`src/rtl/gearbox_defines.svh`:
```
// Purpose: constants for the output serializer gearbox
// Assumes: included by its bare name
// Notes:   counts are last-bit indices of each serial word
`ifndef GEARBOX_DEFINES_SVH
`define GEARBOX_DEFINES_SVH
`define GB_WORD_W     8
`define GB_FIFO_DEPTH 4
`define GB_CNT_W      3
`define GB_LAST_7TO1  3'h6
`define GB_LAST_8TO1  3'h7
`define GB_LAST_4TO1  3'h3
`define GB_CNT_ZERO   3'h0
`define GB_WORD_ZERO  8'h00
`define GB_LOW7_MASK  8'h7f
`define GB_SPLIT_MASK 8'h77
`define GB_LANE1_BIT  0
`define GB_LANE2_BIT  4
`endif

```
`src/rtl/gearbox_pkg.sv`:
```
// Purpose: types for the output serializer gearbox
// Assumes: nothing
// Notes:   mode selects one of the three gear ratios
package gearbox_pkg;
  typedef enum logic [1:0] {
    video_seven_to_one,
    generic_eight_to_one_mode,
    generic_four_to_one_mode
  } gear_mode_t;
endpackage : gearbox_pkg

```
`src/rtl/output_serializer_gearbox.sv`:
```
// Purpose: parallel core words to a serial line, 7:1, 8:1 or dual 4:1
// Assumes: ref_clk_i acts as the edge fast clock, one bit per edge
// Notes:   word tick stands in for the slow system clock
// Functional notes
// - each top-edge io cell serializes up to eight bits onto one line, or four onto each of two lines in split mode
// - gearbox runs as 7:1, single 8:1, or two independent 4:1 units
// - first pipeline stage captures the core word on the slow clock
// - second stage moves the captured word into fast-clock registers
// - third stage shifts bits out one by one onto the serial line
`include "gearbox_defines.svh"
`timescale 1ns/100ps
`default_nettype none

module word_fifo #(
  parameter int W = 8,
  parameter int D = 4
) (
  input  wire logic         clk_i,
  input  wire logic         rst_n_i,
  input  wire logic [W-1:0] in_data_i,
  input  wire logic         in_valid_i,
  output logic              in_ready_o,
  output logic [W-1:0]      out_data_o,
  output logic              out_valid_o,
  input  wire logic         out_ready_i
);
  localparam int AW = (D > 1) ? $clog2(D) : 1;
  logic [W-1:0] mem_r [D];
  logic [W-1:0]  mem_nxt [D];
  logic [AW-1:0] wp_r, wp_nxt;
  logic [AW-1:0] rp_r, rp_nxt;
  logic [AW:0]   cnt_r, cnt_nxt;
  logic          push, pop;

  function automatic logic [AW-1:0] ptr_inc(input logic [AW-1:0] p);
    ptr_inc = (p == AW'(D - 1)) ? '0 : p + 1'b1;
  endfunction : ptr_inc

  assign in_ready_o  = (cnt_r != (AW+1)'(D));
  assign out_valid_o = (cnt_r != '0);
  assign out_data_o  = mem_r[rp_r];
  assign push        = in_valid_i & in_ready_o;
  assign pop         = out_valid_o & out_ready_i;

  always_comb begin
    wp_nxt  = push ? ptr_inc(wp_r) : wp_r;
    rp_nxt  = pop ? ptr_inc(rp_r) : rp_r;
    cnt_nxt = cnt_r + (AW+1)'(push) - (AW+1)'(pop);
  end

  always_ff @(posedge clk_i or negedge rst_n_i) begin
    if (!rst_n_i) begin
      wp_r  <= '0;
      rp_r  <= '0;
      cnt_r <= '0;
    end else begin
      wp_r  <= wp_nxt;
      rp_r  <= rp_nxt;
      cnt_r <= cnt_nxt;
    end
  end

  always_comb begin
    for (int i = 0; i < D; i++) begin
      mem_nxt[i] = mem_r[i];
    end
    if (push) begin
      mem_nxt[wp_r] = in_data_i;
    end
  end

  always_ff @(posedge clk_i) begin
    mem_r <= mem_nxt;
  end
endmodule : word_fifo

module output_serializer_gearbox (
  input  wire logic                    ref_clk_i,
  input  wire logic                    nrst_i,
  input  wire gearbox_pkg::gear_mode_t mode_i,
  input  wire logic [`GB_WORD_W-1:0]   word_i,
  input  wire logic                    word_valid_i,
  output logic                         word_ready_o,
  output logic                         serial_o,
  output logic                         serial_second_o,
  output logic                         word_start_o
);
  import gearbox_pkg::*;

  logic                  rst_meta_r;
  logic                  rst_n_r;
  logic [`GB_WORD_W-1:0] fifo_data;
  logic                  fifo_valid;
  logic                  tick;
  logic [`GB_WORD_W-1:0] cap_r, cap_nxt;
  logic [`GB_WORD_W-1:0] xfer_r, xfer_nxt;
  logic [`GB_WORD_W-1:0] shift_r, shift_nxt;
  logic [`GB_CNT_W-1:0]  cnt_r, cnt_nxt;
  gear_mode_t            mode_r, mode_nxt;
  logic                  ser_r, ser_nxt;
  logic                  ser2_r, ser2_nxt;
  logic                  start_r, start_nxt;

  function automatic logic [`GB_CNT_W-1:0] last_bit(input gear_mode_t m);
    case (m)
      video_seven_to_one:        last_bit = `GB_LAST_7TO1;
      generic_eight_to_one_mode: last_bit = `GB_LAST_8TO1;
      generic_four_to_one_mode:  last_bit = `GB_LAST_4TO1;
      default:                   last_bit = `GB_LAST_8TO1;
    endcase
  endfunction : last_bit

  // split mode shifts each nibble on its own so the halves stay independent
  function automatic logic [`GB_WORD_W-1:0] shift_one(input gear_mode_t m,
                                                      input logic [`GB_WORD_W-1:0] s);
    shift_one = s >> 1;
    if (m == generic_four_to_one_mode) begin
      shift_one = (s >> 1) & `GB_SPLIT_MASK;
    end
  endfunction : shift_one

  // reset release through two flops
  always_ff @(posedge ref_clk_i or negedge nrst_i) begin
    if (!nrst_i) begin
      rst_meta_r <= 1'b0;
      rst_n_r    <= 1'b0;
    end else begin
      rst_meta_r <= 1'b1;
      rst_n_r    <= rst_meta_r;
    end
  end

  word_fifo #(
    .W (`GB_WORD_W),
    .D (`GB_FIFO_DEPTH)
  ) u_fifo (
    .clk_i       (ref_clk_i),
    .rst_n_i     (rst_n_r),
    .in_data_i   (word_i),
    .in_valid_i  (word_valid_i),
    .in_ready_o  (word_ready_o),
    .out_data_o  (fifo_data),
    .out_valid_o (fifo_valid),
    .out_ready_i (tick)
  );

  // word boundary: the slow-clock edge of the pipeline
  assign tick = (cnt_r == last_bit(mode_r));

  // bit counter and the mode latched at each word boundary
  always_comb begin
    cnt_nxt  = tick ? `GB_CNT_ZERO : cnt_r + 1'b1;
    mode_nxt = tick ? mode_i : mode_r;
  end

  always_ff @(posedge ref_clk_i or negedge rst_n_r) begin
    if (!rst_n_r) begin
      cnt_r  <= `GB_CNT_ZERO;
      mode_r <= generic_eight_to_one_mode;
    end else begin
      cnt_r  <= cnt_nxt;
      mode_r <= mode_nxt;
    end
  end

  // three-stage pipeline: capture, transfer, shift
  always_comb begin
    cap_nxt   = cap_r;
    xfer_nxt  = xfer_r;
    shift_nxt = shift_one(mode_r, shift_r);
    if (tick) begin
      cap_nxt = `GB_WORD_ZERO;
      if (fifo_valid) begin
        cap_nxt = (mode_i == video_seven_to_one) ?
                  (fifo_data & `GB_LOW7_MASK) : fifo_data;
      end
      xfer_nxt  = cap_r;
      shift_nxt = xfer_r;
    end
  end

  always_ff @(posedge ref_clk_i or negedge rst_n_r) begin
    if (!rst_n_r) begin
      cap_r   <= `GB_WORD_ZERO;
      xfer_r  <= `GB_WORD_ZERO;
      shift_r <= `GB_WORD_ZERO;
    end else begin
      cap_r   <= cap_nxt;
      xfer_r  <= xfer_nxt;
      shift_r <= shift_nxt;
    end
  end

  // output flops follow the shift stage's next value
  always_comb begin
    ser_nxt  = shift_nxt[`GB_LANE1_BIT];
    ser2_nxt = 1'b0;
    if (mode_nxt == generic_four_to_one_mode) begin
      ser2_nxt = shift_nxt[`GB_LANE2_BIT];
    end
    start_nxt = tick;
  end

  always_ff @(posedge ref_clk_i or negedge rst_n_r) begin
    if (!rst_n_r) begin
      ser_r   <= 1'b0;
      ser2_r  <= 1'b0;
      start_r <= 1'b0;
    end else begin
      ser_r   <= ser_nxt;
      ser2_r  <= ser2_nxt;
      start_r <= start_nxt;
    end
  end

  assign serial_o        = ser_r;
  assign serial_second_o = ser2_r;
  assign word_start_o    = start_r;
endmodule : output_serializer_gearbox

`default_nettype wire

```
`config.mk`:
```
export PLATFORM = sky130hd
export DESIGN_NAME = output_serializer_gearbox
export DESIGN_NICKNAME = d
export VERILOG_FILES = /design/src/rtl/gearbox_pkg.sv /design/src/rtl/output_serializer_gearbox.sv
export VERILOG_INCLUDE_DIRS = /design/src /design/src/rtl
export SDC_FILE = /design/constraint.sdc
export NUM_CORES = 1
export LEC_CHECK = 0
export ABC_AREA = 1
export CAP_MARGIN = 10
export CORE_ASPECT_RATIO = 0.5
export CORE_MARGIN = 3
export CORE_UTILIZATION = 48
export DETAILED_ROUTE_END_ITERATION = 16
export DONT_BUFFER_PORTS = 1
export GPL_TIMING_DRIVEN = 0
export SLEW_MARGIN = 20
export SYNTH_ARGS = -nofsm -noshare
export SYNTH_HDL_FRONTEND = slang
export SYNTH_SLANG_ARGS = --single-unit
```
`constraint.sdc`:
```
create_clock -name ref_clk_i -period 1.65 [get_ports ref_clk_i]
set_clock_uncertainty 0.15 [all_clocks]
set_input_delay 0.33 -clock ref_clk_i [delete_from_list [all_inputs] [get_ports ref_clk_i]]
set_output_delay 0.33 -clock ref_clk_i [all_outputs]
set_load 0.005 [all_outputs]
```
==> impl_metrics.json, run 1 <==
{
  "average_vias_per_placed_instance": 4.86,
  "clk_pin_slew_worst_paths_ns": 0.05,
  "critical_path_required_ns": 1.72,
  "finalInstanceArea_mm2": 0.00383,
  "hp-class": "in2async",
  "rsz0062_at_grt": "yes",
  "diodes": 0,
  "cts_made_buffers": 9,
  "detailedRoute.firstPassIterationCount": 4,
  "grt_start_max_net_pins": 31,
  "core_area_mm2": 0.00568,
  "maxSlewViolCount": 0,
  "static-leakage-power_nw": 1.68,
  "start_kind": "register",
  "critPathKind": "reg2reg",
  "worst-path-max-fanout": 3,
  "grt_pass1_wl_um": 8470,
  "cellPowerDensity_mw_per_mm2": 1900,
  "cts_buffer_depth": 2,
  "ff2ff_path_depth": 13,
  "worstSkewPairLatency_ns": 0.32,
  "top_level_ports": 17,
  "crit_path_end_kind": "register",
  "final_antenna_net_count": 0,
  "multi_input_comb_area_um2": 940,
  "remaining_drc_errors": 0,
  "gp_routability_congestion": 0.742,
  "timing.critical_path.buf_inv": 5,
  "fp.dieW_um": 117,
  "cp_num_cells": 13,
  "port_buffer_cells": 0,
  "yosys_register_bits": 72,
  "syn_nets": 290,
  "layout.cells.most_common_list": "nand2_1 (57), dfrtp_1 (37), edfxtp_1 (32)",
  "post_synthesis_cell_count": 268,
  "fin_ws_ns": -0.684,
  "drt_first_iter_violations": 106,
  "critical_path.most_common_cell": "nor2_4",
  "timing.critical_path.slowest_stage_cell": "dfstp_2",
  "worst_path_largest_cell_delay_ns": 0.57,
  "cts_tree": "done",
  "ys_warn_count": 0,
  "grt_pass1_vias": 1724,
  "area_delta_synth_final_pct": 30.3,
  "clock.fmax_mhz": 428,
  "synth_area_per_cell_um2": 11.0,
  "final_hpwl_dp_um": 3380,
  "std_cell_rows": 19,
  "die_height_um": 61.3,
  "post_synthesis_sequential_area_ratio_pct": 66.9,
  "numClockSinks": 72,
  "finish.net_count": 336,
  "numPlacedInstances": 342,
  "worst-endpoint-arrival_ns": 2.41,
  "grt_antenna_before_repair": 0,
  "vdd_ir_drop_max_mv": 0.926,
  "route.final.wire_length_um": 5690,
  "post_synth_instance_area_mm2": 0.00294,
  "avgRoutedWirePerCell_um": 14.5,
  "fp.dieArea_mm2": 0.00715,
  "cp_cell_sequence": "inv_4 -> nand2_4 -> nor2_4 -> nor2_4 -> nand2_4 -> nor2_4 -> buf_8 -> ha_4 -> inv_4 -> ha_4 -> inv_2 -> fa_2 -> inv_1",
  "final_count_of_negative_setup_slack_endpoints": 67,
  "grt_overflow_total": 0,
  "cts-root-buf": "clkbuf_16",
  "grt.total_usage_pct": 16.6,
  "layout_worst_path_cycle_share_pct": 141,
  "period_needed_ns": 2.33,
  "fillerInstances": 405,
  "cts_max_level": 3,
  "post_dp_cell_area_mm2": 0.00308,
  "timing.critical_path.max_delay_family": "adder cells",
  "final_instance_count_excl_fillers": 392,
  "cap_viol_max_count": 0,
  "total_power_draw_mw": 7.28,
  "run_status": "complete, but fails checks",
  "worst-slew-pin-transition_ns": 0.797,
  "failed_checks": "negative setup slack",
  "maxSlewHeadroom_pct": 46.7,
  "final-hold-violation-count": 0,
  "most_frequent_standard_cell_in_the_layout_excluding_fill_and_tap_cells": "nand2_1",
  "sequential_cell_area_mm2": 0.00197,
  "start_util_pct": 51.7,
  "distinct_cell_type_count_after_synthesis": 26,
  "post_route_cells_drive_above_1_share_pct": 29.5,
  "routed-via-count": 1904
}
## final timing paths
kind                                      from  slack (ns)                        end
hold / removal                          nrst_i        0.08       rst_meta_r$_DFF_PN0_
setup reg to reg           mode_r[0]$_DFF_PN1_       -0.68  u_fifo.cnt_r[1]$_DFF_PN0_
min in group ref_clk_i               mode_i[0]        0.08        mode_r[0]$_DFF_PN1_
setup / recovery           mode_r[0]$_DFF_PN1_       -0.68  u_fifo.cnt_r[1]$_DFF_PN0_
max in group asynchronous    rst_n_r$_DFF_PN0_        0.45        mode_r[1]$_DFF_PN0_
hold reg to reg              rst_n_r$_DFF_PN0_        0.12        mode_r[0]$_DFF_PN1_
## routing by layer
metal	vias up	GRT usage, %	routed length [um]
li1	954	-	-
met2	46	25.0	2630
met5	-	0	0
met4	0	5.88	59
met3	6	7.07	374
met1	898	22.1	2630
## power by group
group          leakage (nW)  internal [mW]  total, mW  switching [mW]
Combinational         0.738           1.16       2.62            1.46
Sequential            0.798           2.47       2.81           0.345
Clock                 0.140           1.16       1.85           0.690
## synth_stat cells
| cell | n | area [um^2] |
|---|---|---|
| buf_2 | 4 | 20.0 |
| nand3_1 | 3 | 15.0 |
| nor2_4 | 1 | 11.3 |
| o21ai_0 | 14 | 70.1 |
| inv_4 | 1 | 6.26 |
| nor2_2 | 2 | 12.5 |
| o211ai_1 | 1 | 7.51 |
| ha_1 | 8 | 100 |
| conb_1 | 1 | 3.75 |
| nand2_1 | 72 | 270 |
| inv_2 | 1 | 3.75 |
| buf_4 | 1 | 7.51 |
| inv_1 | 28 | 105 |
| nor2_1 | 20 | 75.1 |
| buf_6 | 2 | 22.5 |
| edfxtp_1 | 32 | 961 |
| dfrtp_1 | 39 | 976 |
| fa_1 | 1 | 20.0 |
| o21ai_1 | 8 | 40.0 |
| clkbuf_1 | 1 | 3.75 |
| nand2_4 | 1 | 11.3 |
| xnor2_1 | 3 | 26.3 |
| nor3_1 | 1 | 5.00 |
| a21oi_1 | 15 | 75.1 |
| dfstp_2 | 1 | 26.3 |
| o21ai_2 | 7 | 61.3 |
## kinds of logic (layout without fill, tap and decap cells)
logic type,Yosys count,count (layout),synth area share [%]
DFF,72,72,66.9
and+or+nand+nor,100,100,13.6
AOI/OAI and AO/OA,45,45,8.65
xor gates and xnor gates,3,3,0.895
adders and majority gates,9,9,4.09
other,1,1,0.128
buffers and inverters,38,89,5.75
## cell type report
| type | count | area share, % |
|---|---|---|
| Buffer | 7 | 1.83 |
| Clock buffer | 10 | 5.98 |
| Clock inverter | 6 | 1.57 |
| Inverter | 30 | 3.40 |
| Multi-Input combinational cell | 158 | 24.6 |
| Sequential cell | 72 | 51.4 |
| Tap cell | 73 | 2.39 |
| Timing Repair Buffer | 36 | 8.89 |
## timing repair
item                                    in CTS  in global routing
gates cloned                                 0                  2
buffers inserted                             5                 17
pin swaps                                    3                  6
hold endpoints to repair                    41                  1
hold buffers                                10                  1
endpoints found under the setup margin      45                 66
resized for setup                            8                 60
## state kept, by name (all words and copies together), names as in the netlist
signal / cells
u_fifo.mem_r: 32
u_fifo.cnt_r: 3
u_fifo.rp_r: 2
shift_r: 8
rst_meta_r: 1
cap_r: 8
cnt_r: 3
mode_r: 2
xfer_r: 8
serial_second_o: 1
u_fifo.wp_r: 2
word_start_o: 1
rst_n_r: 1
## through the flow
step           setup slack [ns]  TNS (ns)  utilization, %  hold slack [ns]
6_report                 -0.684    -15.24            67.3           0.0762
5_1_grt                  -0.747    -22.10            67.3           0.0710
4_1_cts                  -0.683    -10.39            62.1           0.0280
3_5_place_dp             -0.859     -9.75            54.2           -0.116
3_3_place_gp             -0.789    -12.85            53.8           -0.116
2_1_floorplan            -0.679     -1.58               -           -0.116
Power figures use the tool's default switching activity.
==> inputs of run 2 (changes only) <==
--- a/config.mk
+++ b/config.mk
@@ -9,11 +9,12 @@
 export ABC_AREA = 1
 export CAP_MARGIN = 10
 export CORE_ASPECT_RATIO = 0.5
-export CORE_MARGIN = 3
 export CORE_UTILIZATION = 48
+export CTS_BUF_LIST = sky130_fd_sc_hd__clkbuf_4 sky130_fd_sc_hd__clkbuf_8
 export DETAILED_ROUTE_END_ITERATION = 16
 export DONT_BUFFER_PORTS = 1
 export GPL_TIMING_DRIVEN = 0
+export SKIP_LAST_GASP = 1
 export SLEW_MARGIN = 20
 export SYNTH_ARGS = -nofsm -noshare
 export SYNTH_HDL_FRONTEND = slang
==> run 2 against run 1 <==
The run still ends with negative setup slack left. Sequential share of layout area up 2.0 points. Cell area down 3.8%. Routed wire length down 5.0%. Combinational power down 3%. Sequential cell count unchanged. Sequential power down 1%. Critical endpoint unchanged.
==> impl_metrics.json, run 2 (same netlist as run 1, synthesis figures left out) <==
{
  "detailedRoute.firstPassIterationCount": 4,
  "post-route-util_pct": 64.8,
  "grt_pass1_vias": 1887,
  "failed_checks": "negative setup slack",
  "final_count_of_negative_setup_slack_endpoints": 60,
  "worst_path_largest_cell_delay_ns": 0.55,
  "gp_routability_congestion": 0.773,
  "cts_buffer_depth": 2,
  "numClockSinks": 72,
  "final_hold_slack_ns": 0.0493,
  "holdPathEnd": "mode_r[0]$_DFF_PN1_",
  "maxSlewViolCount": 0,
  "period_needed_ns": 2.31,
  "cts-root-buf": "clkbuf_8",
  "fin_ws_ns": -0.655,
  "finalInstanceArea_mm2": 0.00368,
  "finish.net_count": 327,
  "ff2ff_path_depth": 12,
  "largest_register_ff_count": 32,
  "layout_worst_path_cycle_share_pct": 140,
  "grt.total_usage_pct": 19.3,
  "cellPowerDensity_mw_per_mm2": 1820,
  "critPathKind": "reg2reg",
  "most_frequent_standard_cell_in_the_layout_excluding_fill_and_tap_cells": "nand2_1",
  "rsz0062_at_grt": "yes",
  "run_status": "complete, but fails checks",
  "cp_num_cells": 12,
  "worst-endpoint-arrival_ns": 2.40,
  "layout.cells.most_common_list": "nand2_1 (63), dfrtp_1 (38), edfxtp_1 (32)",
  "diodes": 0,
  "cp_cell_sequence": "inv_2 -> a21oi_2 -> nor2_2 -> nand2_4 -> nor2_4 -> buf_8 -> ha_4 -> inv_2 -> ha_4 -> inv_2 -> fa_2 -> inv_2",
  "post_dp_cell_area_mm2": 0.00308,
  "start_kind": "register",
  "worst-slew-pin-transition_ns": 0.865,
  "avgRoutedWirePerCell_um": 14.1,
  "start_util_pct": 51.7,
  "critical_path_required_ns": 1.75,
  "vdd_ir_drop_max_mv": 0.788,
  "top_level_ports": 17,
  "average_vias_per_placed_instance": 4.87,
  "dp_worst_setup_slack_ns": -0.854,
  "maxSlewHeadroom_pct": 42.1,
  "static-leakage-power_nw": 1.61,
  "grt_overflow_total": 0,
  "critical_path.most_common_cell": "inv_2",
  "final_hpwl_dp_um": 3300,
  "remaining_drc_errors": 0,
  "worst-path-max-fanout": 3,
  "timing.critical_path.max_delay_family": "adder cells",
  "drt_first_iter_violations": 102,
  "clk_pin_slew_worst_paths_ns": 0.07,
  "std_cell_rows": 19,
  "final_instance_count_excl_fillers": 383,
  "grt_start_max_net_pins": 35,
  "reg2reg_slack_ns": -0.66,
  "clock.fmax_mhz": 434,
  "port_buffer_cells": 0,
  "grt_pass1_wl_um": 9040,
  "startpoint_of_the_most_critical_register_to_register_path": "mode_r[0]$_DFF_PN1_",
  "cts_tree": "done",
  "min_from": "mode_i[0]",
  "timing.critical_path.slowest_stage_cell": "dfstp_2",
  "grt_antenna_before_repair": 0,
  "fp.dieW_um": 113,
  "r2r-end": "u_fifo.cnt_r[1]$_DFF_PN0_",
  "final-hold-violation-count": 0,
  "routed-via-count": 1866,
  "worstSkewPairLatency_ns": 0.34,
  "route.final.wire_length_um": 5410,
  "timing.critical_path.buf_inv": 5,
  "hp-class": "in2reg",
  "setup_tns_ns": -10.14,
  "area_delta_synth_final_pct": 25.3,
  "worst_setup_path_startpoint": "mode_r[0]$_DFF_PN1_",
  "fp.dieArea_mm2": 0.00645,
  "final_antenna_net_count": 0,
  "crit_path_end_kind": "register",
  "cap_viol_max_count": 0,
  "cts_made_buffers": 9,
  "cts_max_level": 3,
  "max_flop_register": "u_fifo.mem_r",
  "total_power_draw_mw": 6.69,
  "core_area_mm2": 0.00568,
  "die_height_um": 57.3,
  "worst_hold_path.num_cells": 4,
  "post_route_cells_drive_above_1_share_pct": 24.5,
  "numPlacedInstances": 342
}
run 2: changes by cell type in the layout (fill, tap and decap cells not counted), moves of 2 or more:
cell       previous run  this run
clkbuf_4              0         3
nand2_1              57        63
buf_6                 6         0
buf_4                19        11
o21ai_1              11        15
nand2_2              14         9
inv_2                 1         4
clkbuf_8              0        10
inv_1                26        24
clkbuf_16             9         4
o21ai_2              13         8
run 2: cell type report:
cell class | instances | area [um^2]
flip-flops and latches | 72 | 1960
multi-input cells | 158 | 891
fillers | 440 | 2000
plain buffers | 7 | 77.6
well taps | 73 | 91.3
repair buffers | 27 | 325
inverters | 30 | 129
clock inverters | 3 | 41.3
clock buffers | 13 | 160
run 2: how the worst max path moves through the flow:
stage                                 to  slack (ns)
6_report       u_fifo.cnt_r[1]$_DFF_PN0_       -0.66
5_1_grt        u_fifo.cnt_r[1]$_DFF_PN0_       -0.73
4_1_cts        u_fifo.cnt_r[2]$_DFF_PN0_       -0.64
3_5_place_dp   u_fifo.cnt_r[2]$_DFF_PN0_       -0.85
3_3_place_gp   u_fifo.cnt_r[2]$_DFF_PN0_       -0.80
2_1_floorplan  u_fifo.cnt_r[2]$_DFF_PN0_       -0.68
run 2: power breakdown:
group	total, mW	leakage [nW]	internal [mW]	switching [mW]
clock	1.39	0.108	0.789	0.605
combinational	2.53	0.699	1.13	1.40
sequential	2.77	0.799	2.46	0.308
total	6.69	1.61	4.38	2.31
run 2: worst min-delay path: stages:
cell and delay [ns]:
inv_1 0.03, nand3_1 0.08, nand2_2 0.08, inv_1 0.03
run 2: routing by layer:
layer	up-vias	global-route usage [%]	wire, um
met5	-	0	0
met4	0	7.43	63
met3	8	6.91	269
met2	37	28.8	2370
met1	883	26.3	2710
li1	938	-	-
run 2: timing repair:
| item | CTS | global route |
|---|---|---|
| cloned | 0 | 4 |
| setup endpoints to repair | 45 | 65 |
| hold endpoints to repair | 38 | 2 |
| hold buffers | 10 | 1 |
| setup buffers | 8 | 3 |
| pin swaps | 2 | 2 |
| resized for setup | 6 | 37 |
